==> src/common/sat_pkg.sv <==
/*
 * Shared constants for the serial channel: register offsets, field
 * positions, reset values, oversampling figures and state encodings.
 * Assumes a byte-wide register port with a three-bit address.
 */
package sat_pkg;
	localparam int          ADDR_W     = 3;
	localparam logic [2:0]  OFS_MODE   = 3'h0;
	localparam logic [2:0]  OFS_DIV    = 3'h1;
	localparam logic [2:0]  OFS_CTRL   = 3'h2;
	localparam logic [2:0]  OFS_TXD    = 3'h3;
	localparam logic [2:0]  OFS_STAT   = 3'h4;
	localparam logic [2:0]  OFS_RXD    = 3'h5;
	// Mode register fields.
	localparam int          M_SYNC     = 7;
	localparam int          M_CHR      = 6;
	localparam int          M_PE       = 5;
	localparam int          M_ODD      = 4;
	localparam int          M_STOP     = 3;
	// Control register fields.
	localparam int          C_TIE      = 7;
	localparam int          C_RIE      = 6;
	localparam int          C_TE       = 5;
	localparam int          C_RE       = 4;
	localparam int          C_CLOCK_ENABLE_HIGH     = 1;
	localparam int          C_CLOCK_ENABLE_LOW     = 0;
	// Status register fields.
	localparam int          S_TX_EMPTY_FLAG     = 7;
	localparam int          S_RX_FULL_FLAG     = 6;
	localparam int          S_OVERRUN_FLAG     = 5;
	localparam int          S_FER      = 4;
	localparam int          S_PER      = 3;
	localparam logic [7:0]  MODE_RST   = 8'h00;
	localparam logic [7:0]  DIV_RST    = 8'hFF;
	localparam logic [7:0]  CTRL_RST   = 8'h00;
	localparam logic [3:0]  OS_MID     = 4'h7;
	localparam logic [3:0]  OS_LAST    = 4'hF;
	localparam logic [3:0]  SYNC_BITS  = 4'h8;
	localparam logic [11:0] ALL_ONES   = 12'hFFF;

	typedef enum logic [3:0] {
		TX_OFF   = 4'b0001,
		TX_PRE   = 4'b0010,
		TX_IDLE  = 4'b0100,
		TX_SHIFT = 4'b1000
	} sat_tx_t;

	typedef enum logic [3:0] {
		RX_OFF   = 4'b0001,
		RX_HUNT  = 4'b0010,
		RX_START = 4'b0100,
		RX_BITS  = 4'b1000
	} sat_rx_t;
endpackage

==> src/logic/sat_baud.sv <==
/*
 * Baud-rate generator: a prescaler of 4, 16, 64 or 256 cycles followed
 * by a divide by divisor plus one, giving one enable pulse per period.
 * Assumes the caller holds run low while the channel is reinitialised.
 */
`timescale 1ns/1ps
module sat_baud (
	input  wire logic       core_clk,
	input  wire logic       sys_rst,
	input  wire logic       run,
	input  wire logic [1:0] cks,
	input  wire logic [7:0] divisor,
	output logic            tick
);
	logic [7:0] pre_r;
	logic [7:0] div_r;
	logic [7:0] pre_top;
	logic       pre_wrap;

	// The prescale covers the fixed factor of four in both modes.
	always_comb begin
		unique case (cks)
			2'h0: pre_top = 8'h03;
			2'h1: pre_top = 8'h0F;
			2'h2: pre_top = 8'h3F;
			2'h3: pre_top = 8'hFF;
		endcase
	end

	assign pre_wrap = (pre_r == pre_top);
	assign tick     = pre_wrap && (div_r == divisor);

	always_ff @(posedge core_clk) begin
		if (sys_rst || !run || pre_wrap) begin
			pre_r <= 8'h00;
		end else begin
			pre_r <= pre_r + 8'h01;
		end
	end

	always_ff @(posedge core_clk) begin
		if (sys_rst || !run || tick) begin
			div_r <= 8'h00;
		end else if (pre_wrap) begin
			div_r <= div_r + 8'h01;
		end
	end
endmodule

==> src/logic/sat_channel.sv <==
/*
 * Serial channel top: register port, transmitter, receiver, status
 * flags and request outputs for asynchronous and synchronous modes.
 * Assumes all pins and register strobes are synchronous to core_clk.
 */
// Overview of operation
// - Transmit enable drives the pin and, in async mode, sends one all-ones frame first.
// - Frame: start 0, 7 or 8 data LSB first, optional parity, stops.
// - Holding-to-shift move sets tx_empty_flag and requests tx_end_irq.
// - Enabled async transmitter with empty holding register and idle shifter drives the pin high.
// - Receiver aligns on start bit, shifts bits in, checks stop bit.
// - Good frame goes to holding register, top bit cleared for 7-bit.
// - rx_full_flag clears by armed status write or transfer controller read.
// - Receive errors leave rx_full_flag alone and set error flags.
// - Framing or parity errors still transfer; overrun discards the frame.
// - Every error seen in one frame is flagged together.
// - Error flags clear only by writing 0 after reading the status.
// - Overrun when a frame completes while rx_full_flag is still set.
// - Parity mismatch sets parity flag; a 0 stop bit sets framing flag.
// - Synchronous transfers are eight data bits only, LSB first.
// - Synchronous data changes on falling clock, is captured on rising.
// - Synchronous clock is internal and driven out, or external input.
// - Transmitter and receiver run independently, each double-buffered.
// - Asynchronous bits are sampled on the eighth of sixteen ticks.
// - Mode bits select 7 bits, parity and two stop bits.
`timescale 1ns/1ps
module sat_channel (
	input  wire logic       core_clk,
	input  wire logic       sys_rst,
	input  wire logic [2:0] reg_addr,
	input  wire logic [7:0] reg_wdata,
	input  wire logic       reg_wr,
	input  wire logic       reg_rd,
	output logic      [7:0] reg_rdata,
	input  wire logic       xfer_rd,
	input  wire logic       rxd_in,
	output logic            txd_out,
	output logic            txd_oe,
	input  wire logic       sclk_in,
	output logic            sclk_out,
	output logic            sclk_oe,
	output logic            tx_end_irq,
	output logic            rx_end_irq,
	output logic            rx_error_irq
);
	logic [7:0]   mode_r, div_r, ctrl_r, tx_hold_r, rx_hold_r;
	logic         tx_empty_flag_r, rx_full_flag_r, overrun_flag_r, fer_r, per_r;
	logic [4:0]   arm_r;
	sat_pkg::sat_tx_t tx_st_r;
	sat_pkg::sat_rx_t rx_st_r;
	logic [11:0]  tx_sr_r;
	logic [3:0]   tx_cnt_r, tx_os_r, rx_os_r, rx_idx_r;
	logic [7:0]   rx_sr_r;
	logic         rx_par_r, rx_ferr_r, rx_prev_r, sclk_d_r, sclk_int_r;
	logic         sync_m, chr7, pe, ext_clk, tx_en, rx_en;
	logic         brg_tick, os_tick, sclk_rise, sclk_fall, int_sync_run;
	logic         tx_step, tx_load, tx_done, rx_sample, rx_done;
	logic         rx_fe, rx_pe;
	logic [7:0]   rx_byte;
	logic [11:0]  frame;
	logic [3:0]   frame_len, rx_last, d_len;
	logic         st_wr, st_rd;

	assign sync_m  = mode_r[sat_pkg::M_SYNC];
	assign chr7    = mode_r[sat_pkg::M_CHR] && !sync_m;
	assign pe      = mode_r[sat_pkg::M_PE] && !sync_m;
	assign ext_clk = ctrl_r[sat_pkg::C_CLOCK_ENABLE_HIGH];
	assign tx_en   = ctrl_r[sat_pkg::C_TE];
	assign rx_en   = ctrl_r[sat_pkg::C_RE];
	assign st_wr   = reg_wr && (reg_addr == sat_pkg::OFS_STAT);
	assign st_rd   = reg_rd && (reg_addr == sat_pkg::OFS_STAT);

	// The generator idles while both directions are off, so a new
	// divisor takes effect cleanly at the next enable.
	sat_baud u_baud (
		.core_clk (core_clk),
		.sys_rst  (sys_rst),
		.run      (tx_en || rx_en),
		.cks      (mode_r[1:0]),
		.divisor  (div_r),
		.tick     (brg_tick)
	);

	// The internal synchronous clock only runs while there is work.
	assign int_sync_run = sync_m && !ext_clk &&
		((tx_st_r == sat_pkg::TX_SHIFT) || rx_en);
	assign sclk_rise = ext_clk ? (sclk_in && !sclk_d_r)
		: (brg_tick && int_sync_run && !sclk_int_r);
	assign sclk_fall = ext_clk ? (!sclk_in && sclk_d_r)
		: (brg_tick && int_sync_run && sclk_int_r);
	// External asynchronous clock is sixteen times the bit rate.
	assign os_tick = ext_clk ? (sclk_in && !sclk_d_r) : brg_tick;

	always_ff @(posedge core_clk) begin
		if (sys_rst) begin
			sclk_d_r   <= 1'b1;
			sclk_int_r <= 1'b1;
			rx_prev_r  <= 1'b1;
		end else begin
			sclk_d_r  <= sclk_in;
			rx_prev_r <= rxd_in;
			if (!int_sync_run) begin
				sclk_int_r <= 1'b1;
			end else if (brg_tick) begin
				sclk_int_r <= !sclk_int_r;
			end
		end
	end

	// Frame layout after the start bit; unused upper bits stay at one.
	always_comb begin
		frame = sat_pkg::ALL_ONES;
		if (sync_m) begin
			frame[7:0] = tx_hold_r;
		end else if (chr7) begin
			frame[6:0] = tx_hold_r[6:0];
			frame[7]   = !pe || (^tx_hold_r[6:0] ^ mode_r[sat_pkg::M_ODD]);
		end else begin
			frame[7:0] = tx_hold_r;
			frame[8]   = !pe || (^tx_hold_r ^ mode_r[sat_pkg::M_ODD]);
		end
		d_len     = chr7 ? 4'h7 : 4'h8;
		frame_len = 4'h2 + d_len + {3'h0, pe}
			+ {3'h0, mode_r[sat_pkg::M_STOP]};
	end

	// Async bits last sixteen ticks; sync bits move on falling edges.
	assign tx_step = sync_m ? sclk_fall
		: (os_tick && tx_os_r == sat_pkg::OS_LAST);
	assign tx_done = tx_step && (tx_cnt_r == 4'h1);
	assign tx_load = !tx_empty_flag_r && ((tx_st_r == sat_pkg::TX_IDLE)
		|| (tx_st_r == sat_pkg::TX_SHIFT && tx_done));

	always_ff @(posedge core_clk) begin
		if (sys_rst || !tx_en) begin
			tx_os_r <= 4'h0;
		end else if (tx_load) begin
			tx_os_r <= 4'h0;
		end else if (os_tick) begin
			tx_os_r <= tx_os_r + 4'h1;
		end
	end

	always_ff @(posedge core_clk) begin
		if (sys_rst) begin
			tx_st_r  <= sat_pkg::TX_OFF;
			tx_sr_r  <= sat_pkg::ALL_ONES;
			tx_cnt_r <= 4'h0;
			txd_out  <= 1'b1;
		end else if (!tx_en) begin
			tx_st_r <= sat_pkg::TX_OFF;
			txd_out <= 1'b1;
		end else begin
			unique case (tx_st_r)
				sat_pkg::TX_OFF: begin
					// In async mode, one all-ones frame before data is accepted.
					tx_st_r  <= sync_m ? sat_pkg::TX_IDLE : sat_pkg::TX_PRE;
					tx_sr_r  <= sat_pkg::ALL_ONES;
					tx_cnt_r <= frame_len;
					txd_out  <= 1'b1;
				end
				sat_pkg::TX_PRE: begin
					if (tx_done) begin
						tx_st_r <= sat_pkg::TX_IDLE;
					end else if (tx_step) begin
						tx_cnt_r <= tx_cnt_r - 4'h1;
					end
				end
				sat_pkg::TX_IDLE, sat_pkg::TX_SHIFT: begin
					if (tx_load) begin
						tx_st_r <= sat_pkg::TX_SHIFT;
						if (sync_m) begin
							tx_sr_r  <= frame;
							tx_cnt_r <= sat_pkg::SYNC_BITS + 4'h1;
						end else begin
							tx_sr_r  <= frame;
							tx_cnt_r <= frame_len;
							txd_out  <= 1'b0;
						end
					end else if (tx_done) begin
						// Sync holds the last bit; async ends on a stop bit.
						tx_st_r <= sat_pkg::TX_IDLE;
					end else if (tx_st_r == sat_pkg::TX_SHIFT && tx_step) begin
						txd_out  <= tx_sr_r[0];
						tx_sr_r  <= {1'b1, tx_sr_r[11:1]};
						tx_cnt_r <= tx_cnt_r - 4'h1;
					end
				end
			endcase
		end
	end

	// Receiver. Async sampling is on the eighth tick of each bit.
	assign rx_last   = d_len + {3'h0, pe} + {3'h0, mode_r[sat_pkg::M_STOP]};
	assign rx_sample = os_tick && rx_os_r == sat_pkg::OS_MID && !sync_m;
	assign rx_done   = rx_en && (sync_m
		? (rx_st_r == sat_pkg::RX_BITS && sclk_rise
			&& rx_idx_r == sat_pkg::SYNC_BITS - 4'h1)
		: (rx_st_r == sat_pkg::RX_BITS && rx_sample
			&& rx_idx_r == rx_last));
	assign rx_byte = sync_m ? {rxd_in, rx_sr_r[6:0]}
		: {rx_sr_r[7] && !chr7, rx_sr_r[6:0]};
	assign rx_fe = !sync_m && (rx_ferr_r || !rxd_in);
	assign rx_pe = pe && ((^rx_byte ^ rx_par_r)
		!= mode_r[sat_pkg::M_ODD]);

	always_ff @(posedge core_clk) begin
		if (sys_rst || rx_st_r == sat_pkg::RX_HUNT || !rx_en) begin
			rx_os_r <= 4'h0;
		end else if (os_tick) begin
			rx_os_r <= rx_os_r + 4'h1;
		end
	end

	always_ff @(posedge core_clk) begin
		if (sys_rst) begin
			rx_st_r   <= sat_pkg::RX_OFF;
			rx_idx_r  <= 4'h0;
			rx_sr_r   <= 8'h00;
			rx_par_r  <= 1'b0;
			rx_ferr_r <= 1'b0;
		end else if (!rx_en) begin
			rx_st_r <= sat_pkg::RX_OFF;
		end else begin
			unique case (rx_st_r)
				sat_pkg::RX_OFF: begin
					rx_st_r  <= sync_m ? sat_pkg::RX_BITS : sat_pkg::RX_HUNT;
					rx_idx_r <= 4'h0;
				end
				sat_pkg::RX_HUNT: begin
					if (rx_prev_r && !rxd_in) begin
						rx_st_r <= sat_pkg::RX_START;
					end
				end
				sat_pkg::RX_START: begin
					if (rx_sample) begin
						// A start bit gone high again was only a glitch.
						rx_st_r   <= rxd_in ? sat_pkg::RX_HUNT
							: sat_pkg::RX_BITS;
						rx_idx_r  <= 4'h0;
						rx_ferr_r <= 1'b0;
						rx_par_r  <= 1'b0;
					end
				end
				sat_pkg::RX_BITS: begin
					if (rx_done) begin
						rx_st_r  <= sync_m ? sat_pkg::RX_BITS
							: sat_pkg::RX_HUNT;
						rx_idx_r <= 4'h0;
					end else if (sync_m ? sclk_rise : rx_sample) begin
						rx_idx_r <= rx_idx_r + 4'h1;
						if (rx_idx_r < d_len) begin
							rx_sr_r[rx_idx_r[2:0]] <= rxd_in;
						end else if (pe && rx_idx_r == d_len) begin
							rx_par_r <= rxd_in;
						end else if (!rxd_in) begin
							rx_ferr_r <= 1'b1;
						end
					end
				end
			endcase
		end
	end

	// Register writes.
	always_ff @(posedge core_clk) begin
		if (sys_rst) begin
			mode_r    <= sat_pkg::MODE_RST;
			div_r     <= sat_pkg::DIV_RST;
			ctrl_r    <= sat_pkg::CTRL_RST;
			tx_hold_r <= 8'h00;
		end else if (reg_wr) begin
			unique case (reg_addr)
				sat_pkg::OFS_MODE: mode_r    <= reg_wdata;
				sat_pkg::OFS_DIV:  div_r     <= reg_wdata;
				sat_pkg::OFS_CTRL: ctrl_r    <= reg_wdata;
				sat_pkg::OFS_TXD:  tx_hold_r <= reg_wdata;
				default: ;
			endcase
		end
	end

	// A status write clears a flag only after a status read that saw it set.
	always_ff @(posedge core_clk) begin
		if (sys_rst) begin
			arm_r <= 5'h00;
		end else if (st_rd) begin
			arm_r <= {tx_empty_flag_r, rx_full_flag_r, overrun_flag_r, fer_r, per_r};
		end else if (st_wr) begin
			arm_r <= arm_r & reg_wdata[7:3];
		end
	end

	// Hardware set wins over a software clear in the same cycle.
	always_ff @(posedge core_clk) begin
		if (sys_rst || !tx_en) begin
			tx_empty_flag_r <= 1'b1;
		end else if (tx_load) begin
			tx_empty_flag_r <= 1'b1;
		end else if (st_wr && arm_r[4] && !reg_wdata[sat_pkg::S_TX_EMPTY_FLAG]) begin
			tx_empty_flag_r <= 1'b0;
		end
	end

	always_ff @(posedge core_clk) begin
		if (sys_rst) begin
			rx_full_flag_r    <= 1'b0;
			overrun_flag_r    <= 1'b0;
			fer_r     <= 1'b0;
			per_r     <= 1'b0;
			rx_hold_r <= 8'h00;
		end else begin
			if (rx_done && !rx_full_flag_r) begin
				rx_hold_r <= rx_byte;
			end
			if (rx_done && !rx_full_flag_r && !rx_fe && !rx_pe) begin
				rx_full_flag_r <= 1'b1;
			end else if (xfer_rd || (st_wr && arm_r[3]
				&& !reg_wdata[sat_pkg::S_RX_FULL_FLAG])) begin
				rx_full_flag_r <= 1'b0;
			end
			if (rx_done && rx_full_flag_r) begin
				overrun_flag_r <= 1'b1;
			end else if (st_wr && arm_r[2] && !reg_wdata[sat_pkg::S_OVERRUN_FLAG]) begin
				overrun_flag_r <= 1'b0;
			end
			if (rx_done && rx_fe) begin
				fer_r <= 1'b1;
			end else if (st_wr && arm_r[1] && !reg_wdata[sat_pkg::S_FER]) begin
				fer_r <= 1'b0;
			end
			if (rx_done && rx_pe) begin
				per_r <= 1'b1;
			end else if (st_wr && arm_r[0] && !reg_wdata[sat_pkg::S_PER]) begin
				per_r <= 1'b0;
			end
		end
	end

	// Registered outputs: read data, pin drivers, clock pin, requests.
	always_ff @(posedge core_clk) begin
		if (sys_rst) begin
			reg_rdata    <= 8'h00;
			txd_oe       <= 1'b0;
			sclk_out     <= 1'b1;
			sclk_oe      <= 1'b0;
			tx_end_irq   <= 1'b0;
			rx_end_irq   <= 1'b0;
			rx_error_irq <= 1'b0;
		end else begin
			txd_oe <= tx_en;
			// Async clock output rises mid-bit; sync follows the bit clock.
			sclk_out <= sync_m ? sclk_int_r
				: (tx_st_r != sat_pkg::TX_SHIFT || tx_os_r[3]);
			sclk_oe  <= !ext_clk && (sync_m || ctrl_r[sat_pkg::C_CLOCK_ENABLE_LOW])
				&& (tx_en || rx_en);
			tx_end_irq   <= tx_empty_flag_r && tx_en && ctrl_r[sat_pkg::C_TIE];
			rx_end_irq   <= rx_full_flag_r && ctrl_r[sat_pkg::C_RIE];
			rx_error_irq <= (overrun_flag_r || fer_r || per_r)
				&& ctrl_r[sat_pkg::C_RIE];
			if (reg_rd) begin
				unique case (reg_addr)
					sat_pkg::OFS_MODE: reg_rdata <= mode_r;
					sat_pkg::OFS_DIV:  reg_rdata <= div_r;
					sat_pkg::OFS_CTRL: reg_rdata <= ctrl_r;
					sat_pkg::OFS_TXD:  reg_rdata <= tx_hold_r;
					sat_pkg::OFS_STAT: reg_rdata <= {tx_empty_flag_r, rx_full_flag_r, overrun_flag_r,
						fer_r, per_r, 3'h0};
					sat_pkg::OFS_RXD:  reg_rdata <= rx_hold_r;
					default:           reg_rdata <= 8'h00;
				endcase
			end else if (xfer_rd) begin
				reg_rdata <= rx_hold_r;
			end else begin
				reg_rdata <= 8'h00;
			end
		end
	end

	property p_load_empty;
		@(posedge core_clk) disable iff (sys_rst)
		tx_load |=> tx_empty_flag_r && tx_st_r == sat_pkg::TX_SHIFT;
	endproperty
	a_load_empty: assert property (p_load_empty) else $error("no empty flag after load");

	property p_start_low;
		@(posedge core_clk) disable iff (sys_rst)
		tx_load && !sync_m && tx_en |=> !txd_out;
	endproperty
	a_start_low: assert property (p_start_low) else $error("start bit not low");

	property p_pre_ones;
		@(posedge core_clk) disable iff (sys_rst)
		tx_st_r == sat_pkg::TX_PRE |-> txd_out && txd_oe;
	endproperty
	a_pre_ones: assert property (p_pre_ones) else $error("idle frame not ones");

	property p_idle_high;
		@(posedge core_clk) disable iff (sys_rst)
		tx_en && !sync_m && tx_empty_flag_r && tx_st_r == sat_pkg::TX_IDLE
			&& $past(tx_st_r) == sat_pkg::TX_IDLE |-> txd_out;
	endproperty
	a_idle_high: assert property (p_idle_high) else $error("idle pin not high");

	property p_good_frame;
		@(posedge core_clk) disable iff (sys_rst)
		rx_done && !rx_full_flag_r && !rx_fe && !rx_pe |=> rx_full_flag_r ##1 rx_end_irq
			|| !ctrl_r[sat_pkg::C_RIE];
	endproperty
	a_good_frame: assert property (p_good_frame) else $error("good frame lost");

	property p_seven_bit;
		@(posedge core_clk) disable iff (sys_rst)
		rx_done && !rx_full_flag_r && chr7 |=> !rx_hold_r[7];
	endproperty
	a_seven_bit: assert property (p_seven_bit) else $error("7-bit top not zero");

	property p_overrun;
		@(posedge core_clk) disable iff (sys_rst)
		rx_done && rx_full_flag_r |=> overrun_flag_r && $stable(rx_hold_r);
	endproperty
	a_overrun: assert property (p_overrun) else $error("overrun mishandled");

	property p_err_nofull;
		@(posedge core_clk) disable iff (sys_rst)
		rx_done && !rx_full_flag_r && (rx_fe || rx_pe) |=> !rx_full_flag_r
			&& (fer_r || per_r);
	endproperty
	a_err_nofull: assert property (p_err_nofull) else $error("error set full");

	property p_err_clear;
		@(posedge core_clk) disable iff (sys_rst)
		$fell(fer_r) |-> $past(st_wr) && $past(arm_r[1]);
	endproperty
	a_err_clear: assert property (p_err_clear) else $error("unarmed clear");

	// Ticks since the start edge, counted apart from the sampler itself.
	logic [3:0] start_ticks_r;
	always_ff @(posedge core_clk) begin
		if (sys_rst || rx_st_r != sat_pkg::RX_START) begin
			start_ticks_r <= 4'h0;
		end else if (os_tick) begin
			start_ticks_r <= start_ticks_r + 4'h1;
		end
	end

	property p_mid_sample;
		@(posedge core_clk) disable iff (sys_rst)
		rx_st_r == sat_pkg::RX_START && rx_sample |-> start_ticks_r == 4'h7;
	endproperty
	a_mid_sample: assert property (p_mid_sample) else $error("sample off centre");

	c_tx_frame: cover property (@(posedge core_clk) tx_load ##[1:1000] tx_done);
	c_rx_good:  cover property (@(posedge core_clk) rx_done && !rx_full_flag_r);
	c_overrun:  cover property (@(posedge core_clk) rx_done && rx_full_flag_r);
	c_sync_rx:  cover property (@(posedge core_clk) rx_done && sync_m);
endmodule

==> config.mk <==
export PLATFORM = sky130hd
export DESIGN_NAME = sat_channel
export DESIGN_NICKNAME = d
export VERILOG_FILES = /design/src/common/sat_pkg.sv /design/src/logic/sat_baud.sv /design/src/logic/sat_channel.sv
export SDC_FILE = /design/constraint.sdc
export NUM_CORES = 1
export LEC_CHECK = 0
export ABC_AREA = 1
export BUFFER_PORTS_ARGS = -buffer_cell sky130_fd_sc_hd__buf_4
export CAP_MARGIN = 10
export CORE_ASPECT_RATIO = 1.5
export CORE_UTILIZATION = 60
export DETAILED_ROUTE_END_ITERATION = 12
export GPL_TIMING_DRIVEN = 0
export PLACE_DENSITY = 0.85
export SYNTH_ARGS = -nofsm -noshare
export SYNTH_HDL_FRONTEND = slang
export SYNTH_HIERARCHICAL = 1
export SYNTH_SLANG_ARGS = --single-unit
export TNS_END_PERCENT = 10
==> constraint.sdc <==
create_clock -name core_clk -period 4.8 [get_ports core_clk]
set_clock_uncertainty 0.05 [all_clocks]
set_input_delay 0.48 -clock core_clk [delete_from_list [all_inputs] [get_ports core_clk]]
set_output_delay 0.48 -clock core_clk [all_outputs]
set_load 0.005 [all_outputs]
# Word-level counts from Yosys, hierarchy flattened
# Cells that the tools add are included.
dict set report totals {
  register_bits 130
  word_cells 288
  output_inout_bits 15
  input_bits 18
}
dict set report classes {
  reduce_logical 119
  order_cmp 3
  eq_ne 41
  muxes 72
  bitwise_logic 8
  add_sub_neg 11
}
# cell n
set op_table {}
lappend op_table {{$mux W4} 17}
lappend op_table {{$logic_and A1 B1 Y1} 52}
lappend op_table {{$pmux W8 S6} 1}
lappend op_table {{$mux W8} 5}
lappend op_table {{$mux W12} 3}
lappend op_table {{$pmux W4 S3} 3}
lappend op_table {{$mux W1} 32}
lappend op_table {{$pmux W8 S4} 1}
lappend op_table {{$pmux W12 S2} 1}
lappend op_table {{$logic_not A1 Y1} 20}
lappend op_table {{$logic_or A1 B1 Y1} 17}
lappend op_table {{$add A4 B1 Y4} 4}
lappend op_table {{$add A8 B1 Y8 const B} 2}
lappend op_table {{$eq A4 B3 Y1 const B} 4}
lappend op_table {{$eq A8 B8 Y1} 2}
lappend op_table {{$ne A2 B2 Y1 const B} 8}
lappend op_table {{$pmux W4 S4} 1}
lappend op_table {{$reduce_xor A8 Y1} 2}
lappend op_table {{$reduce_bool A2 Y1} 7}
lappend op_table {{$add A4 B1 Y4 const B} 3}
lappend op_table {{$eq A4 B1 Y1 const B} 3}
lappend op_table {{$eq A4 B4 Y1 const B} 3}
lappend op_table {{$reduce_and A4 Y1} 3}
lappend op_table {{$mux W5} 2}
lappend op_table {{34 further kinds} 58}

# Longest topological paths before layout
dict set report logic_depth {
  ltp_word 15
  depth_mapped 22
  ltp_nobuf 20
}

# By module
# Netlist, hierarchy kept.
# module instances area_each_um2 cells_per_inst seq_area_each_um2
set by_module_without_submodules {}
lappend by_module_without_submodules {sat_channel 1 5735.5 819 2222.1}
lappend by_module_without_submodules {sat_baud 1 1131.1 190 320.3}

# Worst setup path after synthesis
# No wires, ideal clock.
dict set report synth_timing {
  path_kind {register -> register}
  from {register mode_r[7]}
  to {register rx_hold_r[1]}
  synth_period_minus_slack_ns 2.775
  path_buffers 1
  required_ns 4.637
  setup_time_ns 0.113
  arrival_time_ns 2.612
  slack_ns 2.025
  stages_incl_launch_ff 16
  cell_sequence {dfxtp_1 -> buf_4 -> nor2_1 -> inv_1 -> fa_1 -> ha_1 -> xor2_1 -> nand2_1 -> nor2_1 -> nand2_1 -> a21oi_4 -> nand3_4 -> nor2_8 -> inv_2 -> nor2_1 -> nor2_1}
}
dict set report synth_via {
  elab_chain_len 10
  elab_cells_between_ends 20
  classes_between {add/sub: 2; eq/ne: 1; mux: 3; reduce/logical: 14}
}
# element line_no
set synth_rtl {}
lappend synth_rtl {{from (decl)} sat_channel.sv:46} ;# logic [7:0] mode_r, div_r, ctrl_r, tx_hold_r, rx_hold_r;
lappend synth_rtl {{from (signal assigned)} sat_channel.sv:268} ;# mode_r <= sat_pkg::MODE_RST;
lappend synth_rtl {{from (signal assigned)} sat_channel.sv:274} ;# sat_pkg::OFS_MODE: mode_r <= reg_wdata;
lappend synth_rtl {{$logic_not A1 Y1 / $logic_and A1 B1 Y1 (equally long branches)} -}
lappend synth_rtl {{$logic_and A1 B1 Y1, on equally long branches} {sat_channel.sv:65, sat_channel.sv:85}}
lappend synth_rtl {{$mux W4 / $logic_and A1 B1 Y1 (equally long branches)} {sat_channel.sv:122, sat_channel.sv:88}}
lappend synth_rtl {{$add A4 B1 Y4 / $logic_and A1 B1 Y1 (equally long branches)} {sat_channel.sv:194, sat_channel.sv:88}}
lappend synth_rtl {{$add A4 B1 Y4 / $mux W1 (equally long branches)} {sat_channel.sv:194, sat_channel.sv:87}}
lappend synth_rtl {{$eq A4 B4 Y1 / $logic_and A1 B1 Y1 (equally long branches)} {sat_channel.sv:200, sat_channel.sv:197}}
lappend synth_rtl {{$logic_and A1 B1 Y1, on equally long branches} {sat_channel.sv:200, sat_channel.sv:198}}
lappend synth_rtl {{$mux W1 *} sat_channel.sv:197} ;# ? (rx_st_r == sat_pkg::RX_BITS && sclk_rise
lappend synth_rtl {{$logic_and A1 B1 Y1 *} sat_channel.sv:196} ;# assign rx_done = rx_en && (sync_m
lappend synth_rtl {{$logic_and A1 B1 Y1 *} sat_channel.sv:313} ;# if (rx_done && !rx_full_flag_r) begin
lappend synth_rtl {{to (signal assigned)} sat_channel.sv:314} ;# rx_hold_r <= rx_byte;
lappend synth_rtl {{to (decl)} sat_channel.sv:46}
# Every way passes the cells marked *; elsewhere a longest branch is shown, timed or not.
# A chain may end at the register's enable or synchronous reset.

# Worst setup path after layout
dict set report layout_timing {
  from {register mode_r[7]}
  to {register rx_hold_r[5]}
}
# The elaborated chain is that of the path after synthesis.

==> results.sh <==
export IMPL_status="completed"
export IMPL_min_period_ps=3320
export IMPL_grt_busiest_layer="met2"
export IMPL_hold_viol_final=0
export IMPL_rows=47
export IMPL_grt_pass1_vias=6516
export IMPL_whs_endpoint="sclk_d_r"
export IMPL_post_route_worst_setup_slack_ps=1480
export IMPL_grt_first_pass_wirelength_mm=29.8
export IMPL_netlist_instances=1009
export IMPL_synth_net_count=1042
export IMPL_root_buffer="clkbuf_16"
export IMPL_use_met1_pct=34.1
export IMPL_vias=6809
export IMPL_drt_iter0_drc=533
export IMPL_postCtsHoldBufs=0
export IMPL_clk_pin_slew_ps=60
export IMPL_drc=0
export IMPL_end_kind="register"
export IMPL_dp_hpwl_mm=13.4
export IMPL_placed_area_sq_um=7290
export IMPL_vias_per_cell=5.58
export IMPL_cp_startpoint="mode_r[7]"
export IMPL_numClockSinks=127
export IMPL_fin_area_sq_um=7900
export IMPL_crit_type="register to register"
export IMPL_netlist_cell_type_count=51
export IMPL_ant_nets=0
export IMPL_post_route_util_pct=71.0
export IMPL_grt_overflow_total=0
export IMPL_netlist_area_sq_um=6870
export IMPL_dp_slack_ps=1520
export IMPL_wl_per_cell_microns=15.1
export IMPL_grt_total_usage_pct=33.0
export IMPL_r2r_end="rx_hold_r[5]"
export IMPL_antenna_found_initial=0
export IMPL_drive_gt1_share_pct=12.4
export IMPL_die_height_microns=133
export IMPL_hp_start="sclk_in"
export IMPL_area_delta_synth_final_pct=15.0
export IMPL_cp_required_ps=5060
export IMPL_ys_ff_latch=127
export IMPL_async_flop_share_pct=0
export IMPL_cap_violations=0
export IMPL_core_sq_um=11100
export IMPL_initial_core_util_pct=61.8
export IMPL_finalSetupTns_ps=0
export IMPL_grt_max_degree=17
export IMPL_synthFlopType="dfxtp_1"
export IMPL_worstPathMaxFanout=10
export IMPL_setup_violations=0
export IMPL_portBuffers=32
export IMPL_rsz0062_at_grt="no"
export IMPL_p_leak_nw=3.62
export IMPL_use_met3_pct=7.49
export IMPL_io_pins=33
export IMPL_postCtsSetupRepairBufs=0
export IMPL_ir_drop_uv=254
export IMPL_synth_warnings=6
export IMPL_n_antenna_cell=0
export IMPL_cts_tree="built"
export IMPL_die_area_sq_um=11900
export IMPL_relSlewSlack_pct=55.3
export IMPL_cts_buffer_depth=2
export IMPL_fin_crit_sh_pct=69.3
export IMPL_startpoint_type="register"
export IMPL_seq_area_frac_synth_pct=37.0
export IMPL_wirelength_mm=18.4
export IMPL_cts_resized=0
export IMPL_fmax_ghz=0.301
export IMPL_worst_pin_slew_ps=671
export IMPL_power_density_nw_per_um2=328
export IMPL_cts_made_buffers=17
export IMPL_gp_congestion=0.971
export IMPL_ff2ff_path_depth=15
export IMPL_final_max_slew_viol_count=0
export IMPL_htreeDepth=4
export IMPL_hold_depth=3
export IMPL_dieWidth_microns=89.3
export IMPL_gr_usage_met2_pct=56.1
export IMPL_min_path_type="primary input to register"
export IMPL_worstPathArrival_ps=3590
export IMPL_fin_nets=1093
export IMPL_dr_pass1_iters=6
export IMPL_avgSynthCellArea_sq_um=6.81
export IMPL_synth_edff_count=0
export IMPL_r2r_slack_ps=1480
export IMPL_num_fill_cells=923
export IMPL_clk_latency_ps=420
export IMPL_r2r_start="mode_r[7]"
-- how the worst max path moves through the flow --
| stage | endpoint | slack (ps) | cells past startpoint |
|---|---|---|---|
| final | rx_hold_r[5] | 1480 | 15 |
| after CTS | rx_hold_r[5] | 1490 | 15 |
| after detailed placement | rx_hold_r[5] | 1520 | 15 |
| after floorplan | rx_hold_r[1] | 2020 | 15 |
| after global placement | rx_hold_r[5] | 1600 | 15 |
| after global routing | rx_hold_r[5] | 1300 | 15 |
-- per-layer routing --
layer | routed length, microns | vias up
met5 | 0 | -
met4 | 1230 | 0
met3 | 1150 | 112
met2 | 9340 | 287
met1 | 6700 | 3065
li1 | - | 3345
-- logic make-up (layout without fill, tap and decap cells) --
kind of cell / after synthesis / count (layout) / share of synthesized area (%)
fa+ha+maj: 15 / 15 / 2.84
flops: 127 / 127 / 37.0
xor+xnor: 26 / 26 / 3.32
compound gates: 165 / 165 / 13.8
simple gates: 506 / 506 / 33.3
buf+inv: 170 / 234 / 9.75
-- critical path: stages, from the launching register on --
cell     delay [ps]
dfxtp_1         290
buf_4           170
nor2_1          420
inv_1           270
fa_1            500
ha_1            310
xor2_1          150
nand2_1          60
nor2_1          100
nand2_1          90
a21oi_4         200
nand3_4         140
nor2_8          190
inv_2           100
nor2_1          110
nor2_1           60
-- cells in the mapped netlist (7+ instances only) --
cell type	count	share of area, %
a21oi_1	64	4.7
inv_1	134	7.3
nand3_1	70	5.1
inv_2	10	0.55
nor2_2	10	0.91
clkbuf_1	12	0.66
o22ai_1	9	0.82
xor2_1	16	2.0
nand4_1	19	1.7
dfxtp_1	127	37
nor3_1	7	0.51
o21ai_1	12	0.87
nand2_1	219	12
xnor2_1	10	1.3
buf_2	8	0.58
o211ai_1	11	1.2
ha_1	14	2.6
nand2_2	12	1.1
nor2_1	144	7.9
o21ai_0	47	3.4
-- metrics by stage --
step | power [W] | instances | hold slack [ps]
after floorplan | 0.00122 | 1009 | 375
after CTS | 0.00259 | 1220 | 238
after detailed placement | 0.00128 | 1188 | 398
after global placement | 0.00128 | 1188 | 390
final | 0.00259 | 1220 | 246
after global routing | 0.00265 | 1220 | 273
-- area by class of cell --
class,instances,area [sq um],share of cell area [%]
Tap cell,147,184,2.33
Clock inverter,14,166,2.11
Buffer,24,119,1.51
Inverter,146,551,6.97
Clock buffer,18,439,5.56
Sequential cell,127,2540,32.2
Multi-Input combinational cell,712,3650,46.3
Timing Repair Buffer,32,240,3.04
-- where the power goes --
group          leakage (nW)  internal, W  switching, W
logic                  2.29    0.0000588      0.000118
clock network         0.300     0.000829      0.000494
registers              1.03      0.00107     0.0000163
total                  3.62      0.00196      0.000628
-- registers in the layout, summed over array words and instances (netlist names), 5 cells and up --
name and cells:
tx_sr_r 9, ctrl_r 8, div_r 8, mode_r 8
reg_rdata 8, rx_hold_r 8, rx_sr_r 8, tx_hold_r 8
u_baud/div_r 8, u_baud/pre_r 8, arm_r 5
-- placed cells by master (no fill, tap or decap), drive strengths merged, types with 5 or more instances in the layout --
| master | n |
|---|---|
| nand2 | 236 |
| nor2 | 158 |
| inv | 146 |
| dfxtp | 127 |
| nand3 | 75 |
| a21oi | 67 |
| o21ai | 62 |
| buf | 44 |
| clkbuf | 30 |
| nand4 | 19 |
| xor2 | 16 |
| ha | 14 |
| o211ai | 12 |
| xnor2 | 10 |
| clkinv | 10 |
| o22ai | 9 |
| nor3 | 8 |
| a211oi | 5 |
Note: power is estimated with default switching activity, not from simulation.
